<file path="config.mk">
export PLATFORM = sky130hd
export DESIGN_NAME = lca_top
export DESIGN_NICKNAME = d
export VERILOG_FILES = /design/src/include/lca_pkg.sv /design/src/include/lca_alu_if.sv /design/src/hdl/lca_logic_unit.sv /design/src/hdl/lca_sub_flags.sv /design/src/hdl/lca_top.sv
export SDC_FILE = /design/constraint.sdc
export NUM_CORES = 1
export LEC_CHECK = 0
export ABC_AREA = 1
export BUFFER_PORTS_ARGS = -buffer_cell sky130_fd_sc_hd__buf_2
export CAP_MARGIN = 15
export CORE_ASPECT_RATIO = 1.4
export CORE_MARGIN = 10
export CORE_UTILIZATION = 30
export DETAILED_ROUTE_END_ITERATION = 16
export HOLD_SLACK_MARGIN = 0.12
export SLEW_MARGIN = 20
export SYNTH_ARGS = -nofsm -noshare
export SYNTH_HDL_FRONTEND = slang
export SYNTH_HIERARCHICAL = 1
export SYNTH_SLANG_ARGS = --single-unit
</file>
<file path="constraint.sdc">
create_clock -name pclk -period 4.1 [get_ports pclk]
set_input_delay 0.205 -clock pclk [delete_from_list [all_inputs] [get_ports pclk]]
set_output_delay 0.205 -clock pclk [all_outputs]
set_load 0.01 [all_outputs]
</file>
<file path="src/include/lca_pkg.sv">
// Purpose: shared constants and types for the logic and compare datapath slice
// Assumes: 8-bit operands, 32-bit APB data, one register per aligned word
// Notes: register offsets are byte addresses on paddr
package lca_pkg;

  localparam int unsigned DW = 8;
  localparam int unsigned AW = 8;

  // register byte offsets
  localparam logic [7:0] OFS_CMD = 8'h00;
  localparam logic [7:0] OFS_IMM = 8'h04;
  localparam logic [7:0] OFS_MEM_IN = 8'h08;
  localparam logic [7:0] OFS_WORK = 8'h0c;
  localparam logic [7:0] OFS_PORT = 8'h10;
  localparam logic [7:0] OFS_FLAGS = 8'h14;
  localparam logic [7:0] OFS_MEM_OUT = 8'h18;
  localparam logic [7:0] OFS_STATUS = 8'h1c;

  // flag register bit positions
  localparam int unsigned FLG_ZERO = 0;
  localparam int unsigned FLG_CARRY = 1;
  localparam int unsigned FLG_NIBBLE = 2;
  localparam int unsigned FLG_WRAP = 3;

  // status register bit positions
  localparam int unsigned STS_BUSY = 0;
  localparam int unsigned STS_MEM_VALID = 1;

  // reset values
  localparam logic [7:0] RST_BYTE = 8'h00;
  localparam logic [3:0] RST_FLAGS = 4'h0;

  typedef enum logic [3:0] {
    OP_AND_AI = 4'h0, OP_AND_AM = 4'h1, OP_AND_MA = 4'h2,
    OP_OR_AI = 4'h3, OP_OR_AM = 4'h4, OP_OR_MA = 4'h5,
    OP_XOR_AI = 4'h6, OP_XOR_AM = 4'h7, OP_XOR_MA = 4'h8,
    OP_XOR_IOA = 4'h9, OP_NOT_A = 4'ha, OP_NOT_M = 4'hb,
    OP_NEG_A = 4'hc, OP_NEG_M = 4'hd, OP_CMP_AM = 4'he,
    OP_CMP_MA = 4'hf
  } lca_op_t;

  typedef enum logic [2:0] {
    LOP_AND = 3'h0, LOP_OR = 3'h1, LOP_XOR = 3'h2, LOP_NOT = 3'h3, LOP_NEG = 3'h4
  } lca_lop_t;

  typedef enum logic [1:0] {
    ST_IDLE = 2'h0,
    ST_EXEC = 2'h1
  } lca_st_t;

endpackage

</file>
<file path="src/include/lca_alu_if.sv">
// Purpose: operand and result bundle between the control logic and its two datapath units
// Assumes: all units sit on the same clock; the bundle is purely combinational
// Notes: the logic unit and the subtract unit both read opa and opb
`timescale 1ns/1ps
interface lca_alu_if;
  logic [7:0] opa;
  logic [7:0] opb;
  lca_pkg::lca_lop_t lop;
  logic [7:0] lres;
  logic [7:0] diff;
  logic borrow;
  logic nibble_borrow;
  logic signed_wrap;

  modport ctl_mp (output opa, output opb, output lop, input lres, input diff,
                  input borrow, input nibble_borrow, input signed_wrap);
  modport logic_mp (input opa, input opb, input lop, output lres);
  modport sub_mp (input opa, input opb, output diff, output borrow, output nibble_borrow,
                  output signed_wrap);
endinterface

</file>
<file path="src/hdl/lca_logic_unit.sv">
// Purpose: bitwise and/or/xor, one's complement and two's complement of a byte
// Assumes: not and neg act on opb alone
// Notes: purely combinational
`timescale 1ns/1ps
module lca_logic_unit (
  lca_alu_if.logic_mp alu
);

  always_comb begin
    case (alu.lop)
      lca_pkg::LOP_AND: alu.lres = alu.opa & alu.opb;
      lca_pkg::LOP_OR: alu.lres = alu.opa | alu.opb;
      lca_pkg::LOP_XOR: alu.lres = alu.opa ^ alu.opb;
      lca_pkg::LOP_NOT: alu.lres = ~alu.opb;
      // wraps modulo 256, so neg of 0x00 stays 0x00 and of 0x80 stays 0x80
      lca_pkg::LOP_NEG: alu.lres = 8'((~alu.opb) + 8'h01);
      default: alu.lres = alu.opb;
    endcase
  end

endmodule

</file>
<file path="src/hdl/lca_sub_flags.sv">
// Purpose: trial subtraction opa - opb with borrow, nibble borrow and signed wrap
// Assumes: carry means borrow, as on compare
// Notes: result is never stored by the caller for compares
`timescale 1ns/1ps
module lca_sub_flags (
  lca_alu_if.sub_mp alu
);

  logic [8:0] full;
  logic [4:0] low;

  always_comb begin
    full = {1'b0, alu.opa} - {1'b0, alu.opb};
    low = {1'b0, alu.opa[3:0]} - {1'b0, alu.opb[3:0]};
    alu.diff = full[7:0];
    alu.borrow = full[8];
    alu.nibble_borrow = low[4];
    // signed overflow: operands differ in sign and result sign differs from minuend
    alu.signed_wrap = (alu.opa[7] ^ alu.opb[7]) & (full[7] ^ alu.opa[7]);
  end

endmodule

</file>
<file path="src/hdl/lca_top.sv">
// Purpose: APB-controlled logic, complement and compare slice of a small 8-bit core
// Assumes: software loads operands, then writes an op code to the command register
// Notes: each command executes in the cycle after its write; answers have no wait state
//
// Implementation choices: the register offsets and the APB slave port.
`timescale 1ns/1ps
module lca_top (
  input wire logic pclk,
  input wire logic presetn,
  input wire logic psel,
  input wire logic penable,
  input wire logic pwrite,
  input wire logic [7:0] paddr,
  input wire logic [31:0] pwdata,
  output logic [31:0] prdata,
  output logic pready,
  output logic pslverr,
  output logic [7:0] work_register,
  output logic [7:0] port_a_out_reg,
  output logic [3:0] flags,
  output logic [7:0] mem_wdata,
  output logic mem_we
);

  typedef struct packed {
    lca_pkg::lca_st_t st;
    lca_pkg::lca_op_t op;
    logic [7:0] imm;
    logic [7:0] mem_in;
    logic [7:0] work;
    logic [7:0] port;
    logic [7:0] mem_out;
    logic [3:0] flags;
    logic mem_valid;
    logic mem_we;
    logic rdy;
    logic err;
    logic [31:0] rdata;
  } lca_state_t;

  lca_state_t cur;
  lca_state_t next_cur;
  lca_alu_if alu ();

  logic setup_phase;
  logic wr_take;
  logic zero_res;
  logic zero_diff;
  logic dst_work;
  logic dst_mem;
  logic dst_port;
  logic upd_zero;
  logic upd_cmp;

  lca_logic_unit u_logic (
    .alu(alu)
  );

  lca_sub_flags u_sub (
    .alu(alu)
  );

  // operand routing for the op held in cur.op
  always_comb begin
    alu.opa = cur.work;
    alu.opb = cur.mem_in;
    alu.lop = lca_pkg::LOP_AND;
    case (cur.op)
      lca_pkg::OP_AND_AI: begin
        alu.opb = cur.imm;
      end
      lca_pkg::OP_AND_AM, lca_pkg::OP_AND_MA: begin
        alu.lop = lca_pkg::LOP_AND;
      end
      lca_pkg::OP_OR_AI: begin
        alu.opb = cur.imm;
        alu.lop = lca_pkg::LOP_OR;
      end
      lca_pkg::OP_OR_AM, lca_pkg::OP_OR_MA: begin
        alu.lop = lca_pkg::LOP_OR;
      end
      lca_pkg::OP_XOR_AI: begin
        alu.opb = cur.imm;
        alu.lop = lca_pkg::LOP_XOR;
      end
      lca_pkg::OP_XOR_AM, lca_pkg::OP_XOR_MA: begin
        alu.lop = lca_pkg::LOP_XOR;
      end
      lca_pkg::OP_XOR_IOA: begin
        alu.opb = cur.port;
        alu.lop = lca_pkg::LOP_XOR;
      end
      lca_pkg::OP_NOT_A: begin
        alu.opb = cur.work;
        alu.lop = lca_pkg::LOP_NOT;
      end
      lca_pkg::OP_NOT_M: begin
        alu.lop = lca_pkg::LOP_NOT;
      end
      lca_pkg::OP_NEG_A: begin
        alu.opb = cur.work;
        alu.lop = lca_pkg::LOP_NEG;
      end
      lca_pkg::OP_NEG_M: begin
        alu.lop = lca_pkg::LOP_NEG;
      end
      lca_pkg::OP_CMP_AM: begin
        alu.opa = cur.work;
        alu.opb = cur.mem_in;
      end
      lca_pkg::OP_CMP_MA: begin
        alu.opa = cur.mem_in;
        alu.opb = cur.work;
      end
      default: begin
        alu.opb = cur.mem_in;
      end
    endcase
  end

  assign setup_phase = psel & ~penable;
  assign wr_take = psel & penable & cur.rdy & pwrite & ~cur.err;
  assign zero_res = (alu.lres == lca_pkg::RST_BYTE);
  assign zero_diff = (alu.diff == lca_pkg::RST_BYTE);

  // destination and flag class of the held op, decoded once so that
  // the execute step can never give one op two destinations
  always_comb begin
    dst_work = 1'b0;
    dst_mem = 1'b0;
    dst_port = 1'b0;
    upd_zero = 1'b0;
    upd_cmp = 1'b0;
    case (cur.op)
      lca_pkg::OP_AND_AI,
      lca_pkg::OP_AND_AM,
      lca_pkg::OP_OR_AI,
      lca_pkg::OP_OR_AM,
      lca_pkg::OP_XOR_AI,
      lca_pkg::OP_XOR_AM,
      lca_pkg::OP_NOT_A,
      lca_pkg::OP_NEG_A: begin
        dst_work = 1'b1;
        upd_zero = 1'b1;
      end
      lca_pkg::OP_AND_MA,
      lca_pkg::OP_OR_MA,
      lca_pkg::OP_XOR_MA,
      lca_pkg::OP_NOT_M,
      lca_pkg::OP_NEG_M: begin
        dst_mem = 1'b1;
        upd_zero = 1'b1;
      end
      lca_pkg::OP_XOR_IOA: begin
        // the io form keeps every flag as it was
        dst_port = 1'b1;
      end
      lca_pkg::OP_CMP_AM,
      lca_pkg::OP_CMP_MA: begin
        upd_cmp = 1'b1;
      end
      default: begin
        upd_cmp = 1'b0;
      end
    endcase
  end

  always_comb begin
    next_cur = cur;
    next_cur.mem_we = 1'b0;
    next_cur.rdy = 1'b0;
    next_cur.err = 1'b0;

    // read data and error are captured in the setup cycle so the outputs come from flops
    if (setup_phase) begin
      next_cur.rdy = 1'b1;
      next_cur.rdata = 32'h0000_0000;
      if (!pwrite) begin
        case (paddr)
          lca_pkg::OFS_CMD: next_cur.rdata = {28'h000_0000, cur.op};
          lca_pkg::OFS_IMM: next_cur.rdata = {24'h00_0000, cur.imm};
          lca_pkg::OFS_MEM_IN: next_cur.rdata = {24'h00_0000, cur.mem_in};
          lca_pkg::OFS_WORK: next_cur.rdata = {24'h00_0000, cur.work};
          lca_pkg::OFS_PORT: next_cur.rdata = {24'h00_0000, cur.port};
          lca_pkg::OFS_FLAGS: next_cur.rdata = {28'h000_0000, cur.flags};
          lca_pkg::OFS_MEM_OUT: next_cur.rdata = {24'h00_0000, cur.mem_out};
          lca_pkg::OFS_STATUS: begin
            next_cur.rdata[lca_pkg::STS_BUSY] = (cur.st == lca_pkg::ST_EXEC);
            next_cur.rdata[lca_pkg::STS_MEM_VALID] = cur.mem_valid;
          end
          default: next_cur.err = 1'b1;
        endcase
      end else begin
        case (paddr)
          lca_pkg::OFS_CMD,
          lca_pkg::OFS_IMM,
          lca_pkg::OFS_MEM_IN,
          lca_pkg::OFS_WORK,
          lca_pkg::OFS_PORT,
          lca_pkg::OFS_FLAGS,
          lca_pkg::OFS_STATUS: next_cur.err = 1'b0;
          // the memory result is read-only
          default: next_cur.err = 1'b1;
        endcase
      end
    end

    if (wr_take) begin
      case (paddr)
        lca_pkg::OFS_CMD: begin
          next_cur.op = lca_pkg::lca_op_t'(pwdata[3:0]);
          next_cur.st = lca_pkg::ST_EXEC;
        end
        lca_pkg::OFS_IMM: next_cur.imm = pwdata[7:0];
        lca_pkg::OFS_MEM_IN: next_cur.mem_in = pwdata[7:0];
        lca_pkg::OFS_WORK: next_cur.work = pwdata[7:0];
        lca_pkg::OFS_PORT: next_cur.port = pwdata[7:0];
        lca_pkg::OFS_FLAGS: next_cur.flags = pwdata[3:0];
        lca_pkg::OFS_STATUS: begin
          if (pwdata[lca_pkg::STS_MEM_VALID]) begin
            next_cur.mem_valid = 1'b0;
          end
        end
        default: next_cur.err = 1'b0;
      endcase
    end

    // execution cannot meet a register write: an APB transfer spans at least two cycles
    case (cur.st)
      lca_pkg::ST_IDLE: begin
        next_cur.st = next_cur.st;
      end
      lca_pkg::ST_EXEC: begin
        next_cur.st = lca_pkg::ST_IDLE;
        if (dst_work) begin
          next_cur.work = alu.lres;
        end
        if (dst_mem) begin
          next_cur.mem_out = alu.lres;
          next_cur.mem_we = 1'b1;
          // set wins over a same-cycle clear from software
          next_cur.mem_valid = 1'b1;
        end
        if (dst_port) begin
          next_cur.port = alu.lres;
        end
        if (upd_zero) begin
          next_cur.flags[lca_pkg::FLG_ZERO] = zero_res;
        end
        if (upd_cmp) begin
          next_cur.flags[lca_pkg::FLG_ZERO] = zero_diff;
          next_cur.flags[lca_pkg::FLG_CARRY] = alu.borrow;
          next_cur.flags[lca_pkg::FLG_NIBBLE] = alu.nibble_borrow;
          next_cur.flags[lca_pkg::FLG_WRAP] = alu.signed_wrap;
        end
      end
      default: begin
        next_cur.st = lca_pkg::ST_IDLE;
      end
    endcase
  end

  always_ff @(posedge pclk or negedge presetn) begin
    if (!presetn) begin
      cur.st <= lca_pkg::ST_IDLE;
      cur.op <= lca_pkg::OP_AND_AI;
      cur.imm <= lca_pkg::RST_BYTE;
      cur.mem_in <= lca_pkg::RST_BYTE;
      cur.work <= lca_pkg::RST_BYTE;
      cur.port <= lca_pkg::RST_BYTE;
      cur.mem_out <= lca_pkg::RST_BYTE;
      cur.flags <= lca_pkg::RST_FLAGS;
      cur.mem_valid <= 1'b0;
      cur.mem_we <= 1'b0;
      cur.rdy <= 1'b0;
      cur.err <= 1'b0;
      cur.rdata <= 32'h0000_0000;
    end else begin
      cur <= next_cur;
    end
  end

  assign prdata = cur.rdata;
  assign pready = cur.rdy;
  assign pslverr = cur.err;
  assign work_register = cur.work;
  assign port_a_out_reg = cur.port;
  assign flags = cur.flags;
  assign mem_wdata = cur.mem_out;
  assign mem_we = cur.mem_we;

endmodule

</file>
After elaboration in Yosys (flattened, before gate mapping)
Index checks and enable logic that the tools add are counted.
{"block": "op_classes", "bitwise_logic": 14, "mux": 36, "addsub": 3, "eq_ne": 29, "reduce_logical": 23}
{"cell": "2-to-1 mux 8 bit", "count": 8}
{"cell": "one-hot mux 6 bit (7 select lines)", "count": 1}
{"cell": "one-hot mux 8 bit (5 select lines)", "count": 1}
{"cell": "2-to-1 mux 38 bit", "count": 1}
{"cell": "2-to-1 mux 34 bit", "count": 1}
{"cell": "== test 4 bit, second input constant", "count": 8}
{"cell": "== test 8 x 5 -> 1 bit, second input constant", "count": 4}
{"cell": "2-to-1 mux 32 bit", "count": 1}
{"cell": "2-to-1 mux 30 bit", "count": 1}
{"cell": "zero test 8 bit", "count": 3}
{"cell": "one-hot mux 8 bit (3 select lines)", "count": 1}
{"cell": "== test 4 x 3 -> 1 bit, second input constant", "count": 4}
{"cell": "== test 8 x 4 -> 1 bit, second input constant", "count": 2}
{"cell": "one-hot mux 2 bit (8 select lines)", "count": 1}
{"cell": "OR reduction 8 bit", "count": 2}
{"cell": "2-to-1 mux 1 bit", "count": 13}
{"cell": "OR reduction 13 bit", "count": 1}
{"cell": "one-hot mux 3 bit (4 select lines)", "count": 1}
{"cell": "AND reduction 2 bit", "count": 5}
{"cell": "OR reduction 3 bit", "count": 3}
{"cell": "subtractor 8 x 8 -> 9 bit", "count": 1}
{"cell": "adder 8 x 1 -> 8 bit, second input constant", "count": 1}
{"cell": "bitwise AND 8 bit", "count": 1}
{"cell": "== test 4 x 2 -> 1 bit, second input constant", "count": 2}
{"cell": "other kinds (26)", "count": 38}
{"block": "word_totals", "output_inout_bits": 63, "elab_cells": 118, "regBits": 86}

Longest topological paths before layout
Gate-level depths: netlist (run 1).
{"block": "logic_depth", "depth_word": 10, "ltp_mapped": 21, "depth_no_buf": 20}

Cells and area by module
The synthesis (run 1) kept the hierarchy.
{"mod": "lca_top", "area_each_um2": 4226.6, "cells_each": 555, "n_inst": 1}
{"mod": "lca_logic_unit", "area_each_um2": 790.8, "cells_each": 147, "n_inst": 1}
{"mod": "lca_sub_flags", "area_each_um2": 407.9, "cells_each": 70, "n_inst": 1}

Least setup slack after synthesis (run 1)
No wires, ideal clock.
{"block": "synth_path", "path_kind": "register -> register", "startpoint": "reg cur[81] in the netlist's numbering", "endpoint": "reg flags[0] (netlist name)", "path_slack_ns": 1.183, "arrival_ns": 2.840, "setup_ns": 0.077, "period_less_slack_ns": 2.917, "path_stages_with_launch": 18, "cell_sequence": "dfrtp_1 > buf_6 > inv_4 > nor2_1 > nand2_1 > nand3_4 > nor3_4 > nand2_1 > nand3_1 > inv_1 > ha_1 > or2_1 > and2_1 > xor2_1 > nor4_1 > nand3_1 > and2_1 > a21oi_1"}
{"element": "start: declaration", "line": "lca_top.sv:41", "source": "lca_state_t cur;"}
{"element": "start signal: assignment", "line": "lca_top.sv:279", "source": "cur <= next_cur;"}

==> results of run 1 <==
-- area by class of cell --
type                       instances  area [µm²]
tap                              240       300.3
clock inverter                     6       55.05
sequential                        61        1526
fill                            1965       11920
multi-input combinational        550        3002
clock buffer                       9       225.2
inverter                         114       432.9
timing repair buffer              71       395.4
-- metal layers --
layer,wire (µm),track usage [%],vias to the layer above
met3,980,2.860,33
met4,607,7.545,0
li1,-,-,2449
met2,7865,23.26,162
met1,6593,14.92,2251
met5,0,0,-
-- report_power, final --
group	internal (mW)	switching [mW]	total [mW]
Sequential	0.606	0.00345	0.609
Combinational	0.0278	0.0745	0.102
Clock	0.460	0.270	0.730
Total	1.09	0.348	1.44
-- cells in the final DEF (no fill, tap or decap), types with 5 or more instances in the layout --
master	netlist	layout
a21oi_1	22	22
a22oi_1	5	5
buf_2	2	59
buf_4	60	8
clkbuf_16	0	9
clkinv_2	0	5
conb_1	1	24
dfrtp_1	61	61
ha_1	25	25
inv_1	101	101
inv_2	8	8
nand2_1	196	196
nand2_2	7	7
nand2_4	5	5
nand3_1	41	41
nand3_4	6	6
nand3b_1	5	5
nand4_1	5	5
nor2_1	70	70
nor2_2	6	6
nor2_4	6	6
nor2_8	5	5
o211ai_1	7	7
o21ai_0	60	60
o21ai_1	11	11
o21ai_2	9	9
o22ai_1	10	10
-- cell families (layout without fill, tap and decap cells) --
| group | count (synthesis) | count (layout) | share of synthesized area [%] |
|---|---|---|---|
| and+or+nand+nor | 365 | 365 | 32.86 |
| other | 1 | 24 | 0.06912 |
| AOI/OAI and AO/OA | 130 | 130 | 13.86 |
| adders and majority gates | 26 | 26 | 6.135 |
| xor gates and xnor gates | 5 | 5 | 0.8072 |
| buffers and inverters | 184 | 200 | 18.13 |
| DFF | 61 | 61 | 28.14 |
-- timing repair --
action / 4_1_cts / 5_1_grt
endpoints found under the hold margin: 6 / 0
buffers inserted: 0 / 2
setup endpoints to repair: 0 / 1
hold buffers: 4 / 0
-- path summary, 6_finish.rpt --
| check | cells past startpoint | endpoint | slack (ps) | from |
|---|---|---|---|---|
| worst max-delay path | 18 | flags[0] | 360 | cur[81] |
| worst min-delay path | 3 | work_register[1] | 160 | pwdata[1] |
| worst max register to register | 18 | flags[0] | 360 | cur[81] |
| worst min register to register | 2 | prdata[1] | 470 | prdata[1] |
| max in group asynchronous | 3 | flags[2] | 2920 | presetn |
| min in group asynchronous | 2 | work_register[4] | 220 | presetn |
-- worst max-delay path, stage by stage (launching register included) --
cell	delay, ps
dfrtp_1	530
inv_4	160
nor2_2	90
nand2_4	130
nand3_4	170
nor3_4	380
nand2_1	90
o211ai_1	320
inv_1	110
ha_1	370
nand2_2	100
inv_1	40
a21oi_1	180
nand2_2	100
xor2_1	140
nor4_1	310
nand3_1	130
and2_1	170
a21oi_1	150
-- through the flow --
step	cells	util [%]	power, mW	cell area (µm²)
after floorplan	795	-	0.6913	5512
after global placement	1030	31.38	0.7181	5602
after detailed placement	1030	31.38	0.7187	5602
after CTS	1049	33.17	1.451	5922
after global routing	1051	33.26	1.494	5937
final	1051	33.26	1.442	5937
==> results.cfg, run 1 <==
[run_status]
status = finished clean

[synth]
synth_top_area_cell = dfrtp_1
synthArstFlopShare_pct = 100.0
synth-seq-cells = 61
post_synth_instance_area_um2 = 5425
synth_ff_type = dfrtp_1
synth.most_common_cell = nand2_1
netlist_top_cells_count = 196 x nand2_1, 101 x inv_1, 70 x nor2_1
yosys-top-cells-area = dfrtp_1 28%, nand2_1 14%, buf_4 8.3%, inv_1 7.0%, ha_1 5.8%
synth.yosys.seq_area_share_pct = 28.14
synth_top_area_share_pct = 28.14
avgSynthCellArea_um2 = 7.027
synthesis.instances = 772
synth_edf_count = 0
ys_warn_count = 6
ys_types = 41

[final_layout]
area_growth_pct = 9.433
drive_gt1_share_pct = 17.63
top_register = cur
largest_register_ffs = 22
diodes = 0
nets = 878

[placed_design]
place_hpwl_um = 13060
io_buffers = 59
gp_congestion = 0.9031
pre_cts_slack_ps = 321.4

[cts]
htreeDepth = 3
cts_tree = done
clock-root-buffer = clkbuf_16
cts_buffer_depth = 2
cts_made_buffers = 9
ctsResizeCount = 0
clock_sinks = 61
clk_transition_reported_paths_ps = 50
worstSkewPairLatency_ps = 340

[setup_path]
crit_path_start_kind = flop
crit_fanout = 9
cp-end-kind = flop
cp.required_ps = 4360
critPathArrivalTime_ps = 4000
critPathKind = flop to flop

[sta]
setup_viol = 0
tightest_slew_ps = 754.7
fmax_ghz = 0.2671
worst_slack_ps = 356.5
drv_slew = 0
final_hold_viol_count = 0
rsz0062_at_grt = no
slew_headroom_pct = 49.69
post-route-min-period_ps = 3744
min_period_over_period_pct = 91.31
tns_ps = 0
hold_slack_ps = 156.2
finalClockSkew_ps = 5.907

[flow_run]
drv_cap = 0

[floorplanning]
rows = 58
initial_core_util_pct = 30.39
core_area_um2 = 17850
die_y_um = 179.1
die_x_um = 133.7
die_area_um2 = 23940
ios = 108

[detailed_routing]
ant_nets = 0
drc = 0
wl_per_cell_um = 15.27
avgViaCountPerCell = 4.657
drt_iter0_drc = 364
dr_total_vias = 4895
routed_wl_um = 16050
drtPass1Iterations = 6

[pwr]
p_leak_nw = 3.118
ir_worst_vdd_v = 0.0001570
power_density_nw_per_um2 = 242.9

[global_route]
antenna_found_initial = 0
grt_pass1_vias = 4941
grt_max_degree = 58
grt_use_total_pct = 13.40
grt-ovfl-total = 0
grt_pass1_wl_um = 25460

[hold_path]
holdCritPathClass = input port to flop
Note: power is estimated with default switching activity, not from simulation.
==> inputs of run 2 (changes only) <==
--- a/config.mk
+++ b/config.mk
@@ -6,7 +6,7 @@
 export NUM_CORES = 1
 export LEC_CHECK = 0
 export ABC_AREA = 1
-export BUFFER_PORTS_ARGS = -buffer_cell sky130_fd_sc_hd__buf_2
+export BUFFER_PORTS_ARGS = -buffer_cell sky130_fd_sc_hd__buf_4
 export CAP_MARGIN = 15
 export CORE_ASPECT_RATIO = 1.4
 export CORE_MARGIN = 10
==> results.cfg, run 2 (synthesized netlist as in run 1, its figures left out) <==
[hold_path]
holdCritPathClass = input port to flop
whs_path_depth = 3

[cts]
clock-root-buffer = clkbuf_16
cts_made_buffers = 9
worstSkewPairLatency_ps = 330
clock_sinks = 61
htreeDepth = 3
cts_tree = done
cts_buffer_depth = 2
clk_transition_reported_paths_ps = 50

[sta]
tightest_slew_ps = 800.1
post-route-min-period_ps = 3753
min_period_over_period_pct = 91.53
tns_ps = 0
fmax_ghz = 0.2665
drv_slew = 0
finalClockSkew_ps = 6.900
final_hold_viol_count = 0
setup_viol = 0
rsz0062_at_grt = no
slew_headroom_pct = 46.66
hold_slack_ps = 142.6

[floorplanning]
rows = 58
core_area_um2 = 17850
initial_core_util_pct = 30.39
die_area_um2 = 23940
ios = 108
die_x_um = 133.7
die_y_um = 179.1

[setup_path]
r2r_cells = 20
critPathArrivalTime_ps = 4000
cp.required_ps = 4350
critPathKind = flop to flop
crit_path_start_kind = flop
crit_fanout = 9
cp-end-kind = flop

[final_layout]
mostFrequentLayoutCells = 196 x nand2_1, 101 x inv_1, 70 x nor2_1
diodes = 0
area_growth_pct = 11.65
drive_gt1_share_pct = 16.92
largest_register_ffs = 22
final_util_pct = 33.93
nets = 872
top_register = cur
fillerInstances = 1973
final_area_um2 = 6057
final_common_cell = nand2_1

[detailed_routing]
drt_iter0_drc = 280
drtPass1Iterations = 5
dr_total_vias = 4843
drc = 0
wl_per_cell_um = 15.41
ant_nets = 0
routed_wl_um = 16080
avgViaCountPerCell = 4.639

[global_route]
grt_use_total_pct = 13.36
grt_max_degree = 62
grt-ovfl-total = 0
grt_pass1_wl_um = 25500
antenna_found_initial = 0
grt_pass1_vias = 4809

[placed_design]
dpl_cell_area_um2 = 5727
io_buffers = 59
place_hpwl_um = 13180
gp_congestion = 0.9440

[pwr]
total_power_mw = 1.480
ir_worst_vdd_v = 0.0001545
power_density_nw_per_um2 = 244.3
p_leak_nw = 3.140

[flow_run]
drv_cap = 0

[run_status]
status = finished clean
[run 2: per-layer routing]
metal / up-vias / GRT usage [%] / share of wire [%]
li1: 2449 / - / -
met1: 2204 / 15.59 / 42
met2: 163 / 22.91 / 49
met3: 27 / 2.384 / 5.6
met4: 0 / 6.955 / 3.4
met5: - / 0 / 0
[run 2: final cells by class]
| type | instances | area, µm² | area share (%) |
|---|---|---|---|
| well taps | 240 | 300.3 | 4.958 |
| clock inverters | 1 | 30.03 | 0.4958 |
| flip-flops and latches | 61 | 1526 | 25.20 |
| repair buffers | 65 | 495.5 | 8.180 |
| multi-input cells | 550 | 3002 | 49.56 |
| inverters | 114 | 432.9 | 7.147 |
| clock buffers | 13 | 270.3 | 4.462 |
[run 2: what timing repair did]
item                      CTS  global route
hold buffers                3             0
hold endpoints to repair   63             0
setup buffers               0             0
resized for setup           0             0
[run 2: path summary, 6_finish.rpt]
path	from	to	slack, ps
min in group asynchronous	presetn	work_register[6]	510
worst max-delay path	cur[81]	flags[0]	350
worst min-delay path	psel	pready	140
worst min register to register	prdata[1]	prdata[1]	470
worst max register to register	cur[81]	flags[0]	350
max in group asynchronous	presetn	prdata[1]	3050
[run 2: report_power, final]
group	leakage, nW	switching [mW]	internal (mW)
sequential	0.752	0.00367	0.606
clock	0.148	0.250	0.513
combinational	2.24	0.0743	0.0332
[run 2: worst max-delay path, cell delays in order (launching register included)]
cell     delay, ps
dfrtp_1        590
inv_4          100
nor2_2         290
nand2_4        150
nand3_4        170
nor3_4         100
nand2_1         80
nand3_1        170
inv_1          180
ha_1           210
inv_1           60
nor3_1         200
o21ai_0        140
nand2_1         80
nand3_1        110
inv_1          180
nand4_1        200
or2_2          320
a21oi_1        150
nand2_1         70
a21oi_1        130
[run 2: metrics by stage]
stage / cells / setup slack [ps]
final: 1044 / 347.1
after global routing: 1044 / 108.4
after CTS: 1044 / 385.7
after detailed placement: 1027 / 423.6
after global placement: 1027 / 402.5
after floorplan: 795 / 1183
